==> config.mk <==
export PLATFORM = sky130hd
export DESIGN_NAME = clr_config_regs
export DESIGN_NICKNAME = d
export VERILOG_FILES = /design/src/hw/clr_pkg.sv /design/src/hw/clr_pin_filter.sv /design/src/hw/clr_config_regs.sv
export VERILOG_INCLUDE_DIRS = /design/src /design/src/hw
export SDC_FILE = /design/constraint.sdc
export NUM_CORES = 1
export LEC_CHECK = 0
export BUFFER_PORTS_ARGS = -buffer_cell sky130_fd_sc_hd__buf_4
export CAP_MARGIN = 20
export CORE_MARGIN = 2
export CORE_UTILIZATION = 40
export DETAILED_ROUTE_END_ITERATION = 16
export PLACE_DENSITY = 0.74
export SYNTH_ARGS = -nofsm -noshare
export SYNTH_HDL_FRONTEND = slang
export SYNTH_HIERARCHICAL = 1
export SYNTH_SLANG_ARGS = --single-unit
==> constraint.sdc <==
create_clock -name mclk -period 1.5 [get_ports mclk]
set_input_delay 0.225 -clock mclk [delete_from_list [all_inputs] [get_ports mclk]]
set_output_delay 0.225 -clock mclk [all_outputs]
set_load 0.02 [all_outputs]
==> src/hw/clr_consts.svh <==
// Offsets, field positions and reset values of the converter link
// configuration registers.
// Assumes it is included by bare name wherever these constants are needed.
`ifndef CLR_CONSTS_SVH
`define CLR_CONSTS_SVH

`define CLR_ADDR_W 12
`define CLR_DATA_W 8

`define CLR_OFS_LANE_SWING 12'h03D
`define CLR_OFS_REF_SOFT 12'h057
`define CLR_OFS_SYNC_POL 12'h058
`define CLR_OFS_LOW_RATE1 12'h03F
`define CLR_OFS_LOW_RATE2 12'h042

`define CLR_AMP_MSB 2
`define CLR_AMP_LSB 0
`define CLR_SRC_SEL_BIT 3
`define CLR_SOFT_LEVEL_BIT 4
`define CLR_SYNC_INV_BIT 5
`define CLR_LOW_RATE1_BIT 2
`define CLR_LOW_RATE2_BIT 4

`define CLR_REG_RESET 8'h00
`define CLR_READ_UNMAPPED 8'h00

`endif

==> src/hw/clr_pkg.sv <==
// Types shared by the converter link configuration register bank.
// Assumes clr_consts.svh is on the include path.
`include "clr_consts.svh"

package clr_pkg;

    // One register access, write or read, offered for a single cycle
    typedef struct packed {
        logic wrEn;
        logic rdEn;
        logic [`CLR_ADDR_W-1:0] addr;
        logic [`CLR_DATA_W-1:0] wrData;
    } clr_reg_req_t;

    // Every stored control bit of the bank
    typedef struct packed {
        logic [2:0] laneAmplitudeCode;
        logic referenceSourceSelect;
        logic referenceSoftLevel;
        logic syncRequestInvert;
        logic lowRateEnableFirst;
        logic lowRateEnableSecond;
    } clr_cfg_t;

endpackage : clr_pkg

==> src/hw/clr_pin_filter.sv <==
// Three-stage pin synchroniser with agreement filter.
// Assumes the pin is asynchronous to mclk; output is a registered level.
module clr_pin_filter (
    input wire logic mclk,
    input wire logic rst_b,
    input wire logic pinIn,
    input wire logic resetLevel,
    output logic levelOut
);

    logic stage1_reg;
    logic stage2_reg;
    logic stage3_reg;
    logic started_reg;

    // First stage feeds only the second stage
    always_ff @(posedge mclk or negedge rst_b) begin
        if (!rst_b) begin
            stage1_reg <= 1'b0;
            stage2_reg <= 1'b0;
            stage3_reg <= 1'b0;
        end else begin
            stage1_reg <= pinIn;
            stage2_reg <= stage1_reg;
            stage3_reg <= stage2_reg;
        end
    end

    // Idle level is taken after release, never under reset
    always_ff @(posedge mclk or negedge rst_b) begin
        if (!rst_b) begin
            started_reg <= 1'b0;
            levelOut <= 1'b0;
        end else begin
            started_reg <= 1'b1;
            if (!started_reg) begin
                levelOut <= resetLevel;
            end else if (stage2_reg == stage3_reg) begin
                levelOut <= stage3_reg;
            end
        end
    end

endmodule : clr_pin_filter

==> src/hw/clr_config_regs.sv <==
// Byte-wide configuration register bank of a dual-channel converter link:
// lane amplitude, software reference override, sync request polarity and
// the two low-rate enables.
// Assumes a serial front end delivers one decoded access per cycle on
// regReq, and that reference and sync pins are asynchronous to mclk.
//
// Overview of operation
// - Three-bit code sets amplitude for all lanes
// - Bit 3 selects pin or register reference
// - Bit 4 drives reference level when selected
// - Bit 5 inverts the sync request input
`include "clr_consts.svh"

module clr_config_regs
    import clr_pkg::*;
(
    input wire logic mclk,
    input wire logic rst_b,
    input wire clr_reg_req_t regReq,
    output logic [`CLR_DATA_W-1:0] regRdData,
    output logic regRdValid,
    input wire logic referencePin,
    input wire logic syncReqPin_b,
    output clr_cfg_t cfgOut,
    output logic referenceOut,
    output logic syncReq_b
);

    ////////////////////////////////////////////////////////////////////////
    // Register storage

    clr_cfg_t cfg_reg;
    logic referenceFilt;
    logic syncReqFilt;

    function automatic logic isWrite(input clr_reg_req_t r,
                                     input logic [`CLR_ADDR_W-1:0] ofs);
        isWrite = r.wrEn && (r.addr == ofs);
    endfunction : isWrite

    // Only documented fields are stored; reserved bits are dropped
    always_ff @(posedge mclk or negedge rst_b) begin
        if (!rst_b) begin
            cfg_reg <= clr_cfg_t'(`CLR_REG_RESET);
        end else begin
            if (isWrite(regReq, `CLR_OFS_LANE_SWING)) begin
                cfg_reg.laneAmplitudeCode <=
                    regReq.wrData[`CLR_AMP_MSB:`CLR_AMP_LSB];
            end
            if (isWrite(regReq, `CLR_OFS_REF_SOFT)) begin
                cfg_reg.referenceSourceSelect <=
                    regReq.wrData[`CLR_SRC_SEL_BIT];
                cfg_reg.referenceSoftLevel <=
                    regReq.wrData[`CLR_SOFT_LEVEL_BIT];
            end
            if (isWrite(regReq, `CLR_OFS_SYNC_POL)) begin
                cfg_reg.syncRequestInvert <=
                    regReq.wrData[`CLR_SYNC_INV_BIT];
            end
            if (isWrite(regReq, `CLR_OFS_LOW_RATE1)) begin
                cfg_reg.lowRateEnableFirst <=
                    regReq.wrData[`CLR_LOW_RATE1_BIT];
            end
            if (isWrite(regReq, `CLR_OFS_LOW_RATE2)) begin
                cfg_reg.lowRateEnableSecond <=
                    regReq.wrData[`CLR_LOW_RATE2_BIT];
            end
        end
    end

    assign cfgOut = cfg_reg;

    ////////////////////////////////////////////////////////////////////////
    // Read back

    logic [`CLR_DATA_W-1:0] rdValue;

    // Reserved bits and unmapped offsets read as zero
    always_comb begin
        rdValue = `CLR_READ_UNMAPPED;
        case (regReq.addr)
            `CLR_OFS_LANE_SWING: begin
                rdValue[`CLR_AMP_MSB:`CLR_AMP_LSB] =
                    cfg_reg.laneAmplitudeCode;
            end
            `CLR_OFS_REF_SOFT: begin
                rdValue[`CLR_SRC_SEL_BIT] = cfg_reg.referenceSourceSelect;
                rdValue[`CLR_SOFT_LEVEL_BIT] = cfg_reg.referenceSoftLevel;
            end
            `CLR_OFS_SYNC_POL: begin
                rdValue[`CLR_SYNC_INV_BIT] = cfg_reg.syncRequestInvert;
            end
            `CLR_OFS_LOW_RATE1: begin
                rdValue[`CLR_LOW_RATE1_BIT] = cfg_reg.lowRateEnableFirst;
            end
            `CLR_OFS_LOW_RATE2: begin
                rdValue[`CLR_LOW_RATE2_BIT] = cfg_reg.lowRateEnableSecond;
            end
            default: begin
                rdValue = `CLR_READ_UNMAPPED;
            end
        endcase
    end

    // A read in the same cycle as a write returns the old contents
    always_ff @(posedge mclk or negedge rst_b) begin
        if (!rst_b) begin
            regRdData <= `CLR_READ_UNMAPPED;
            regRdValid <= 1'b0;
        end else begin
            regRdValid <= regReq.rdEn;
            if (regReq.rdEn) begin
                regRdData <= rdValue;
            end
        end
    end

    ////////////////////////////////////////////////////////////////////////
    // Pin conditioning

    clr_pin_filter u_referenceFilter (
        .mclk(mclk),
        .rst_b(rst_b),
        .pinIn(referencePin),
        .resetLevel(1'b0),
        .levelOut(referenceFilt)
    );

    // Sync pin enters inverted so its idle level matches the zeroed stages;
    // otherwise stale reset zeros would pose as a request after release
    clr_pin_filter u_syncFilter (
        .mclk(mclk),
        .rst_b(rst_b),
        .pinIn(~syncReqPin_b),
        .resetLevel(1'b0),
        .levelOut(syncReqFilt)
    );

    ////////////////////////////////////////////////////////////////////////
    // Internal reference and sync request

    // Host edges on the level bit only count once the source is selected
    always_ff @(posedge mclk or negedge rst_b) begin
        if (!rst_b) begin
            referenceOut <= 1'b0;
        end else if (cfg_reg.referenceSourceSelect) begin
            referenceOut <= cfg_reg.referenceSoftLevel;
        end else begin
            referenceOut <= referenceFilt;
        end
    end

    always_ff @(posedge mclk or negedge rst_b) begin
        if (!rst_b) begin
            syncReq_b <= 1'b1;
        end else begin
            syncReq_b <= ~syncReqFilt ^ cfg_reg.syncRequestInvert;
        end
    end
endmodule : clr_config_regs

==> results_dict.tcl, run 1 <==
set metrics [dict create \
    finalWorstSetupSlack_ps 287.8 \
    synth_area_leaders "dfrtp_1, mux2_2, nor4b_4, nand4_1, nor4b_2" \
    rsz0062_at_grt "false" \
    grt_pass1_vias 864 \
    path_depth 1 \
    clock-root-buffer "clkbuf_4" \
    die_area_um2 3360 \
    overflow 0 \
    cp_slowest_cell "dfstp_2" \
    powerDensity_nw_per_um2 796.4 \
    grt_pass1_wl_um 3822 \
    clk_latency_ps 310 \
    path_cells "buf_4" \
    ant_nets 0 \
    fin_nets 164 \
    cap_violations 0 \
    post-route-period-util 0.8081 \
    nFillCells 235 \
    drt_iter0_drc 9 \
    peakVddDrop_uv 1061 \
    antenna_found_initial 0 \
    io_pins 45 \
    die_h_um 57.97 \
    leakagePower_nw 0.7365 \
    drc 0 \
    reg2reg_slack_ps 600 \
    start_kind "flip-flop" \
    cpPeakStageDelay_ps 540 \
    tns_ps 0 \
    seq_area_frac_synth 0.5811 \
    syn_area_per_cell_um2 12.66 \
    synth_cells 92 \
    hold_viol 0 \
    cp_max_fo 1 \
    die_x_um 57.97 \
    outcome "finished clean" \
    cts_buffer_depth 2 \
    synth_top_area_cell "dfrtp_1" \
    largest_register_ffs 8 \
    rows 19 \
    synth.top_cell.area_share 0.5585 \
    worstSetupPathType "reg2out" \
    via_count 874 \
    core_area_um2 2758 \
    cts.sinks 27 \
    wl_um 2328 \
    dpl.hpwl_um 1809 \
    hold_class "in2reg" \
    required_ps 1270 \
    drive_gt1_frac 0.4307 \
    wire_per_inst_um 13.86 \
    period_minus_slack_ps 1212 \
    worst_setup_path_end_kind "output pin" \
    setup_viol 0 \
    place_ws_ps 58.21 \
    finalMaxSlewViolations 0 \
    fin_worst_skew_ps 5.284 \
    grt_max_degree 28 \
    viasPerCell 5.202 \
    holdPathStages 2 \
    critPathTopFamily "flip-flops" \
    drtPass1Iterations 4 \
    numCtsBuffers 3 \
    cp.arrival_ps 990 \
    ys_ff_latch 27 \
    crit_buf_inv 1 \
    ctsHtreeMaxLevel 1 \
    fmax_mhz 825.0 \
    synth_cell_types 28 \
    place_congestion 0.7784 \
    syn2layout_area_growth_pct 32.12 \
    initial_core_util 0.4224 \
    port_buffers 40 \
    reg2reg_depth 3 \
    ys_warn_count 6 \
    grtUsageTotal 0.1442 \
    synth_area_um2 1165 \
    cts.clk_slew.worst_paths_ps 130 \
    cts_tree "done" \
    diodes 0 \
]
## cell type report
type | instances | area, um^2 | share of cell area
Clock buffer | 4 | 26.28 | 0.01707
Inverter | 7 | 26.28 | 0.01707
Multi-Input combinational cell | 57 | 450.4 | 0.2927
Tap cell | 31 | 38.79 | 0.02520
Sequential cell | 27 | 676.9 | 0.4398
Timing Repair Buffer | 42 | 320.3 | 0.2081
## through the flow
step / util / cells / hold slack [ps] / power [W] / instance area (um^2)
5_1_grt: 0.5581 / 168 / 10.77 / 0.001274 / 1539
3_3_place_gp: 0.5413 / 162 / 145.1 / 0.0009295 / 1493
4_1_cts: 0.5544 / 167 / 2.170 / 0.001235 / 1529
3_5_place_dp: 0.5413 / 162 / 151.5 / 0.0009367 / 1493
6_report: 0.5581 / 168 / 30.98 / 0.001226 / 1539
2_1_floorplan: - / 95 / -70.59 / 0.0008406 / 1176
## power by group
part	internal (W)	total (W)	switching, W
combinational	0.0000766	0.000159	0.0000827
clock	0.000104	0.000299	0.000195
sequential	0.000754	0.000767	0.0000131
total	0.000935	0.00123	0.000291
## cells in the final DEF, fill, tap and decap left out, drive strengths merged
master and n:
o22ai 2, and3 1, nand3b 1, o32ai 2, xnor2 1, nor2 2
dfrtp 26, buf 40, a31oi 1, and4b 1, a21oi 3, o2bb2ai 3
dfstp 1, clkbuf 4, nand4 8, nor3 1, nand2 4, dlygate4sd3 2
o21ai 2, nand3 1, conb 6, inv 7, nor2b 2, mux2 10
nor4b 5, a211oi 1
## cells by family after synthesis
logic type | share of synthesized area
DFF | 0.5811
muxes | 0.09667
other | 0.009666
xor gates and xnor gates | 0.007520
AOI/OAI and AO/OA | 0.08164
and+or+nand+nor | 0.1815
buffers and inverters | 0.04189
## synth_stat cells, drive strengths merged
cell,n
a211oi,1
a21oi,3
a31oi,1
and3,1
and4b,1
buf,2
clkbuf,2
conb,3
dfrtp,26
dfstp,1
inv,7
mux2,10
nand2,4
nand3,1
nand3b,1
nand4,8
nor2,2
nor2b,2
nor3,1
nor4b,5
o21ai,2
o22ai,2
o2bb2ai,3
o32ai,2
xnor2,1
## repair_timing
item / CTS / global route
setup endpoints to repair: 0 / 0
buffers inserted: 0 / 0
endpoints found under the hold margin: 26 / 1
hold buffers: 1 / 1
gates resized for setup: 0 / 0
## path summary, 6_finish.rpt
path | start | end
setup / recovery | syncReq_b$_DFF_PN1_ | syncReq_b
hold / removal | syncReqPin_b | u_syncFilter/stage1_reg$_DFF_PN0_
setup reg to reg | cfgOut[1]$_DFFE_PN0P_ | regRdData[2]$_DFFE_PN0P_
hold reg to reg | u_syncFilter/stage1_reg$_DFF_PN0_ | u_syncFilter/stage2_reg$_DFF_PN0_
max in group asynchronous | rst_b | syncReq_b$_DFF_PN1_
min in group asynchronous | rst_b | u_syncFilter/levelOut$_DFFE_PN0P_
## routing by layer
layer | vias up | part of all wire | GRT usage
li1 | 418 | - | -
met1 | 427 | 0.41 | 0.1824
met2 | 29 | 0.53 | 0.2565
met3 | 0 | 0.066 | 0.04241
met4 | 0 | 0 | 0.009967
met5 | - | 0 | 0
(Power assumes the default switching activity.)
==> inputs of run 2 (changes only) <==
==> constraint.sdc (replaced) <==
create_clock -name mclk -period 1.2 [get_ports mclk]
set_input_delay 0.18 -clock mclk [delete_from_list [all_inputs] [get_ports mclk]]
set_output_delay 0.18 -clock mclk [all_outputs]
set_load 0.02 [all_outputs]
==> run 2 against run 1 <==
Combinational power rose by 35%. Critical path type unchanged. Core utilization rose by 2.1 points. Final area rose by 3.8%.
==> results_dict.tcl, run 2 (synthesized netlist as in run 1, its figures left out) <==
set metrics [dict create \
    worstSetupPathType "reg2out" \
    overflow 0 \
    p_int_w 0.001188 \
    syn2layout_area_growth_pct 37.16 \
    antenna_found_initial 0 \
    cts_tree "done" \
    drtPass1Iterations 4 \
    cts.sinks 27 \
    place_ws_ps -139.9 \
    start_kind "flip-flop" \
    post-route-period-util 0.9760 \
    cp.arrival_ps 990 \
    initial_core_util 0.4224 \
    critPathTopFamily "flip-flops" \
    cpPeakStageDelay_ps 560 \
    final_common_cell "buf_4" \
    port_buffers 40 \
    place_congestion 0.7755 \
    drive_gt1_frac 0.4476 \
    cap_violations 0 \
    path_cells "buf_6" \
    grt_pass1_wl_um 4133 \
    viasPerCell 5.086 \
    peakVddDrop_uv 807.6 \
    cts_setup_buffers 0 \
    via_count 885 \
    grt_max_degree 28 \
    power.share.clock 0.262 \
    finalMaxSlewViolations 0 \
    ant_nets 0 \
    die_x_um 57.97 \
    powerDensity_nw_per_um2 994.8 \
    numCtsBuffers 3 \
    hold_class "in2reg" \
    leakagePower_nw 0.7696 \
    tns_ps 0 \
    cts.clk_slew.worst_paths_ps 150 \
    crit_buf_inv 1 \
    largest_register_ffs 8 \
    finalWorstSetupSlack_ps 28.83 \
    io_pins 45 \
    power_switching_w 0.0004018 \
    hold_viol 0 \
    ctsHtreeMaxLevel 1 \
    clock-root-buffer "clkbuf_4" \
    required_ps 1020 \
    clk_latency_ps 330 \
    fin_nets 170 \
    diodes 0 \
    setup_viol 0 \
    die_h_um 57.97 \
    worst_setup_path_end_kind "output pin" \
    core_area_um2 2758 \
    fmax_mhz 853.8 \
    cp_slowest_cell "dfstp_2" \
    outcome "finished clean" \
    sw_frac_of_total 0.2528 \
    place_inst 166 \
    grt_pass1_vias 947 \
    dpl.hpwl_um 1842 \
    wire_per_inst_um 13.63 \
    p_comb_frac 0.135 \
    finalNonFillerCells 174 \
    grtUsageTotal 0.1570 \
    drt_iter0_drc 13 \
    fin_worst_skew_ps 1.226 \
    seqPwrFrac 0.604 \
    final_cell_mix "buf_4, dfrtp_1, mux2_2, inv_1, nand4_1" \
    die_area_um2 3360 \
    rsz0062_at_grt "true" \
    period_minus_slack_ps 1171 \
    rows 19 \
    drc 0 \
    wl_um 2372 \
    cts_buffer_depth 2 \
    cp_max_fo 1 \
]
[run 2: final cells by class]
type                       count  area (um^2)
multi-input combinational     57        450.4
sequential                    27        676.9
tap                           31        38.79
inverter                       7        26.28
timing repair buffer          48        374.1
clock inverter                 1        8.758
fill                         223         1160
clock buffer                   3        22.52
[run 2: power groups by stage]
stage / clock (W) / sequential (W) / combinational (W)
global route: 0.000485 / 0.000965 / 0.000236
floorplan: 0 / 0.000987 / 0.0000639
CTS: 0.000443 / 0.000960 / 0.000213
detailed placement: 0 / 0.000976 / 0.000203
global placement: 0 / 0.000975 / 0.000197
finish: 0.000416 / 0.000960 / 0.000214
[run 2: layer usage]
metal,up-vias,wire (um),global-route usage
li1,431,-,-
met1,427,981,0.2128
met4,0,0,0.04983
met3,0,109,0.02455
met5,-,0,0
met2,27,1281,0.2597
[run 2: metrics by stage]
stage	total power [W]	hold slack [ps]	util	cell area, um^2
after CTS	0.001616	9.810	0.5758	1588
after global routing	0.001685	42.72	0.5794	1598
final	0.001589	72.78	0.5794	1598
after detailed placement	0.001179	106.7	0.5522	1523
after floorplan	0.001051	-115.6	-	1176
after global placement	0.001171	101.0	0.5522	1523
[run 2: final timing paths]
kind,start,endpoint,slack [ps],depth (start not counted)
worst min register to register,u_referenceFilter/stage1_reg$_DFF_PN0_,u_referenceFilter/stage2_reg$_DFF_PN0_,380,0
worst max-delay path,syncReq_b$_DFF_PN1_,syncReq_b,30,1
worst max register to register,cfgOut[1]$_DFFE_PN0P_,regRdData[2]$_DFFE_PN0P_,310,3
min in group asynchronous,rst_b,u_referenceFilter/levelOut$_DFFE_PN0P_,290,2
worst min-delay path,regReq[1],cfgOut[6]$_DFFE_PN0P_,70,2
max in group asynchronous,rst_b,syncReq_b$_DFF_PN1_,610,2
[run 2: worst register-to-register path, delay by kind of cell (launching register included)]
family / cells / cell delay [ps]
DFF: 1 / 420
muxes: 1 / 270
and+or+nand+nor: 1 / 60
AOI/OAI and AO/OA: 1 / 50
[run 2: timing repair]
action                                 CTS  global route
endpoints found under the hold margin   29             1
hold buffers                             3             1
gates resized for setup                  1             0
setup endpoints to repair                1             1
cloned                                   0             0
==> inputs of run 3 (changes only) <==
--- a/config.mk
+++ b/config.mk
@@ -6,12 +6,13 @@
 export SDC_FILE = /design/constraint.sdc
 export NUM_CORES = 1
 export LEC_CHECK = 0
+export ABC_AREA = 1
 export BUFFER_PORTS_ARGS = -buffer_cell sky130_fd_sc_hd__buf_4
 export CAP_MARGIN = 20
 export CORE_MARGIN = 2
 export CORE_UTILIZATION = 40
 export DETAILED_ROUTE_END_ITERATION = 16
-export PLACE_DENSITY = 0.74
+export PLACE_DENSITY = 0.73
 export SYNTH_ARGS = -nofsm -noshare
 export SYNTH_HDL_FRONTEND = slang
 export SYNTH_HIERARCHICAL = 1
==> run 3 against run 2 <==
Critical path depth stayed put. Routed wire length is 1.9% higher. Highest routed layer is now met4. Sequential power is 0.5% lower. Global-route usage is 1.1 points higher. Via count is 21% higher. Clock skew is 1.2 ps higher.
==> results_dict.tcl, run 3 <==
set metrics [dict create \
    outcome "finished clean" \
    finalMaxSlewViolations 0 \
    hold_class "in2reg" \
    start_kind "flip-flop" \
    worstSetupPathType "reg2out" \
    ys_async_sr_fraction 1.000 \
    grt_pass1_wl_um 4498 \
    fin_area_um2 1634 \
    wire_per_inst_um 10.56 \
    crit_buf_inv 1 \
    rsz0062_at_grt "true" \
    overflow 0 \
    leakagePower_nw 0.9067 \
    tns_ps 0 \
    powerDensity_nw_per_um2 949.5 \
    rows 20 \
    synth_cell_types 20 \
    worst_setup_path_end_kind "output pin" \
    antenna_found_initial 0 \
    dpl.hpwl_um 1999 \
    diodes 0 \
    synth_area_um2 1222 \
    die_x_um 59.28 \
    synth_top_area_cell "dfrtp_1" \
    post-route-period-util 0.9656 \
    path_cells "buf_6" \
    syn_area_per_cell_um2 8.316 \
    fmax_mhz 863.0 \
    synth_mux_area_frac 0.009212 \
    fin_nets 223 \
    cp_max_fo 1 \
    viasPerCell 4.677 \
    die_area_um2 3514 \
    synth_area_leaders "dfrtp_1, nand2_1, inv_1, nor2_1, nand3_1" \
    clock-root-buffer "clkbuf_4" \
    initial_core_util 0.4105 \
    drc 0 \
    cts_setup_buffers 0 \
    final_common_cell "nand2_1" \
    numCtsBuffers 3 \
    synth-simple-area-share 0.3060 \
    synthTopCellsByCount "nand2_1, dfrtp_1, inv_1" \
    drt_iter0_drc 5 \
    setup_viol 0 \
    required_ps 1020 \
    ctsHtreeMaxLevel 1 \
    cts_tree "done" \
    synth_xor_area_frac 0.007165 \
    cap_violations 0 \
    critPathTopFamily "flip-flops" \
    synth_compound_area_frac 0.04094 \
    final_core_util 0.5487 \
    period_minus_slack_ps 1159 \
    grtUsageTotal 0.1678 \
    fin_worst_skew_ps 2.377 \
    synth_cells 147 \
    via_count 1071 \
    grt_max_degree 28 \
    cts_buffer_depth 2 \
    wl_um 2418 \
    largest_register_ffs 8 \
    peakVddDrop_uv 595.1 \
    drive_gt1_frac 0.2857 \
    cp_slowest_cell "dfstp_2" \
    synth.top_cell.area_share 0.5322 \
    place_area_um2 1560 \
    grt_pass1_vias 1106 \
    cpPeakStageDelay_ps 550 \
    ant_nets 0 \
    cts.sinks 27 \
    synth_most_common_cell "nand2_1" \
    synthFlopType "dfrtp_1" \
    finalNonFillerCells 229 \
    place_inst 221 \
    synth_fa_ha_area_frac 0 \
    cts.clk_slew.worst_paths_ps 140 \
    hold_viol 0 \
    port_buffers 40 \
    core_area_um2 2978 \
    place_congestion 0.7819 \
    syn2layout_area_growth_pct 33.67 \
    drtPass1Iterations 4 \
    cp.arrival_ps 980 \
    final_cell_mix "nand2_1, buf_4, dfrtp_1, inv_1, nor2_1" \
    die_h_um 59.28 \
    synth_edf_count 0 \
    seq_area_frac_synth 0.5537 \
    io_pins 45 \
    ys_ff_latch 27 \
    ys_warn_count 6 \
    clk_latency_ps 320 \
    synth_top_family_by_area "simple AND/OR/NAND/NOR gates" \
]
## run 3: kinds of logic (layout without fill, tap and decap cells)
family,count (synthesis),count (layout)
AOI/OAI and AO/OA,10,10
xor gates and xnor gates,1,1
buffers and inverters,22,68
DFF,27,27
muxes,1,1
other,3,6
and+or+nand+nor,83,83
## run 3: routing by layer
metal  share of wire  GRT usage  up-vias  routed length (um)
met5               0          0        -                   0
met4           0.016    0.06169        0                  38
met3           0.054    0.03493        5                 131
met2            0.53     0.3030       30                1284
met1            0.40     0.1932      494                 963
li1                -          -      542                   -
## run 3: area by class of cell
cell class,count,area (um^2)
flip-flops and latches,27,676.9
repair buffers,44,344.1
clock inverters,1,7.507
multi-input cells,101,466.7
fillers,284,1344
well taps,33,41.29
clock buffers,3,22.52
inverters,20,75.07
## run 3: power breakdown
part	switching, W	internal (W)	total, W
registers	0.0000137	0.000941	0.000955
logic	0.000106	0.0000956	0.000202
clock network	0.000267	0.000127	0.000394
## run 3: metrics by stage
step	total power, W	hold slack, ps	worst slack (ps)
floorplan	0.001054	-115.6	258.5
global route	0.001639	45.15	-2.273
finish	0.001552	52.65	41.27
CTS	0.001570	49.33	14.38
detailed placement	0.001164	109.5	134.8
global placement	0.001157	105.0	146.2
## run 3: final timing paths
check	startpoint	endpoint	slack (ps)	cells past startpoint
worst max-delay path	syncReq_b$_DFF_PN1_	syncReq_b	40	1
worst min-delay path	regReq[0]	cfgOut[5]$_DFFE_PN0P_	50	3
worst max register to register	cfgOut[4]$_DFFE_PN0P_	referenceOut$_DFF_PN0_	330	1
worst min register to register	u_syncFilter/stage1_reg$_DFF_PN0_	u_syncFilter/stage2_reg$_DFF_PN0_	370	0
max in group asynchronous	rst_b	syncReq_b$_DFF_PN1_	620	2
min in group asynchronous	rst_b	u_syncFilter/started_reg$_DFF_PN0_	280	2
## run 3: repair_timing
item	in CTS	in global routing
endpoints found under the hold margin	29	0
hold buffers	4	0
gates resized for setup	0	1
endpoints found under the setup margin	0	1
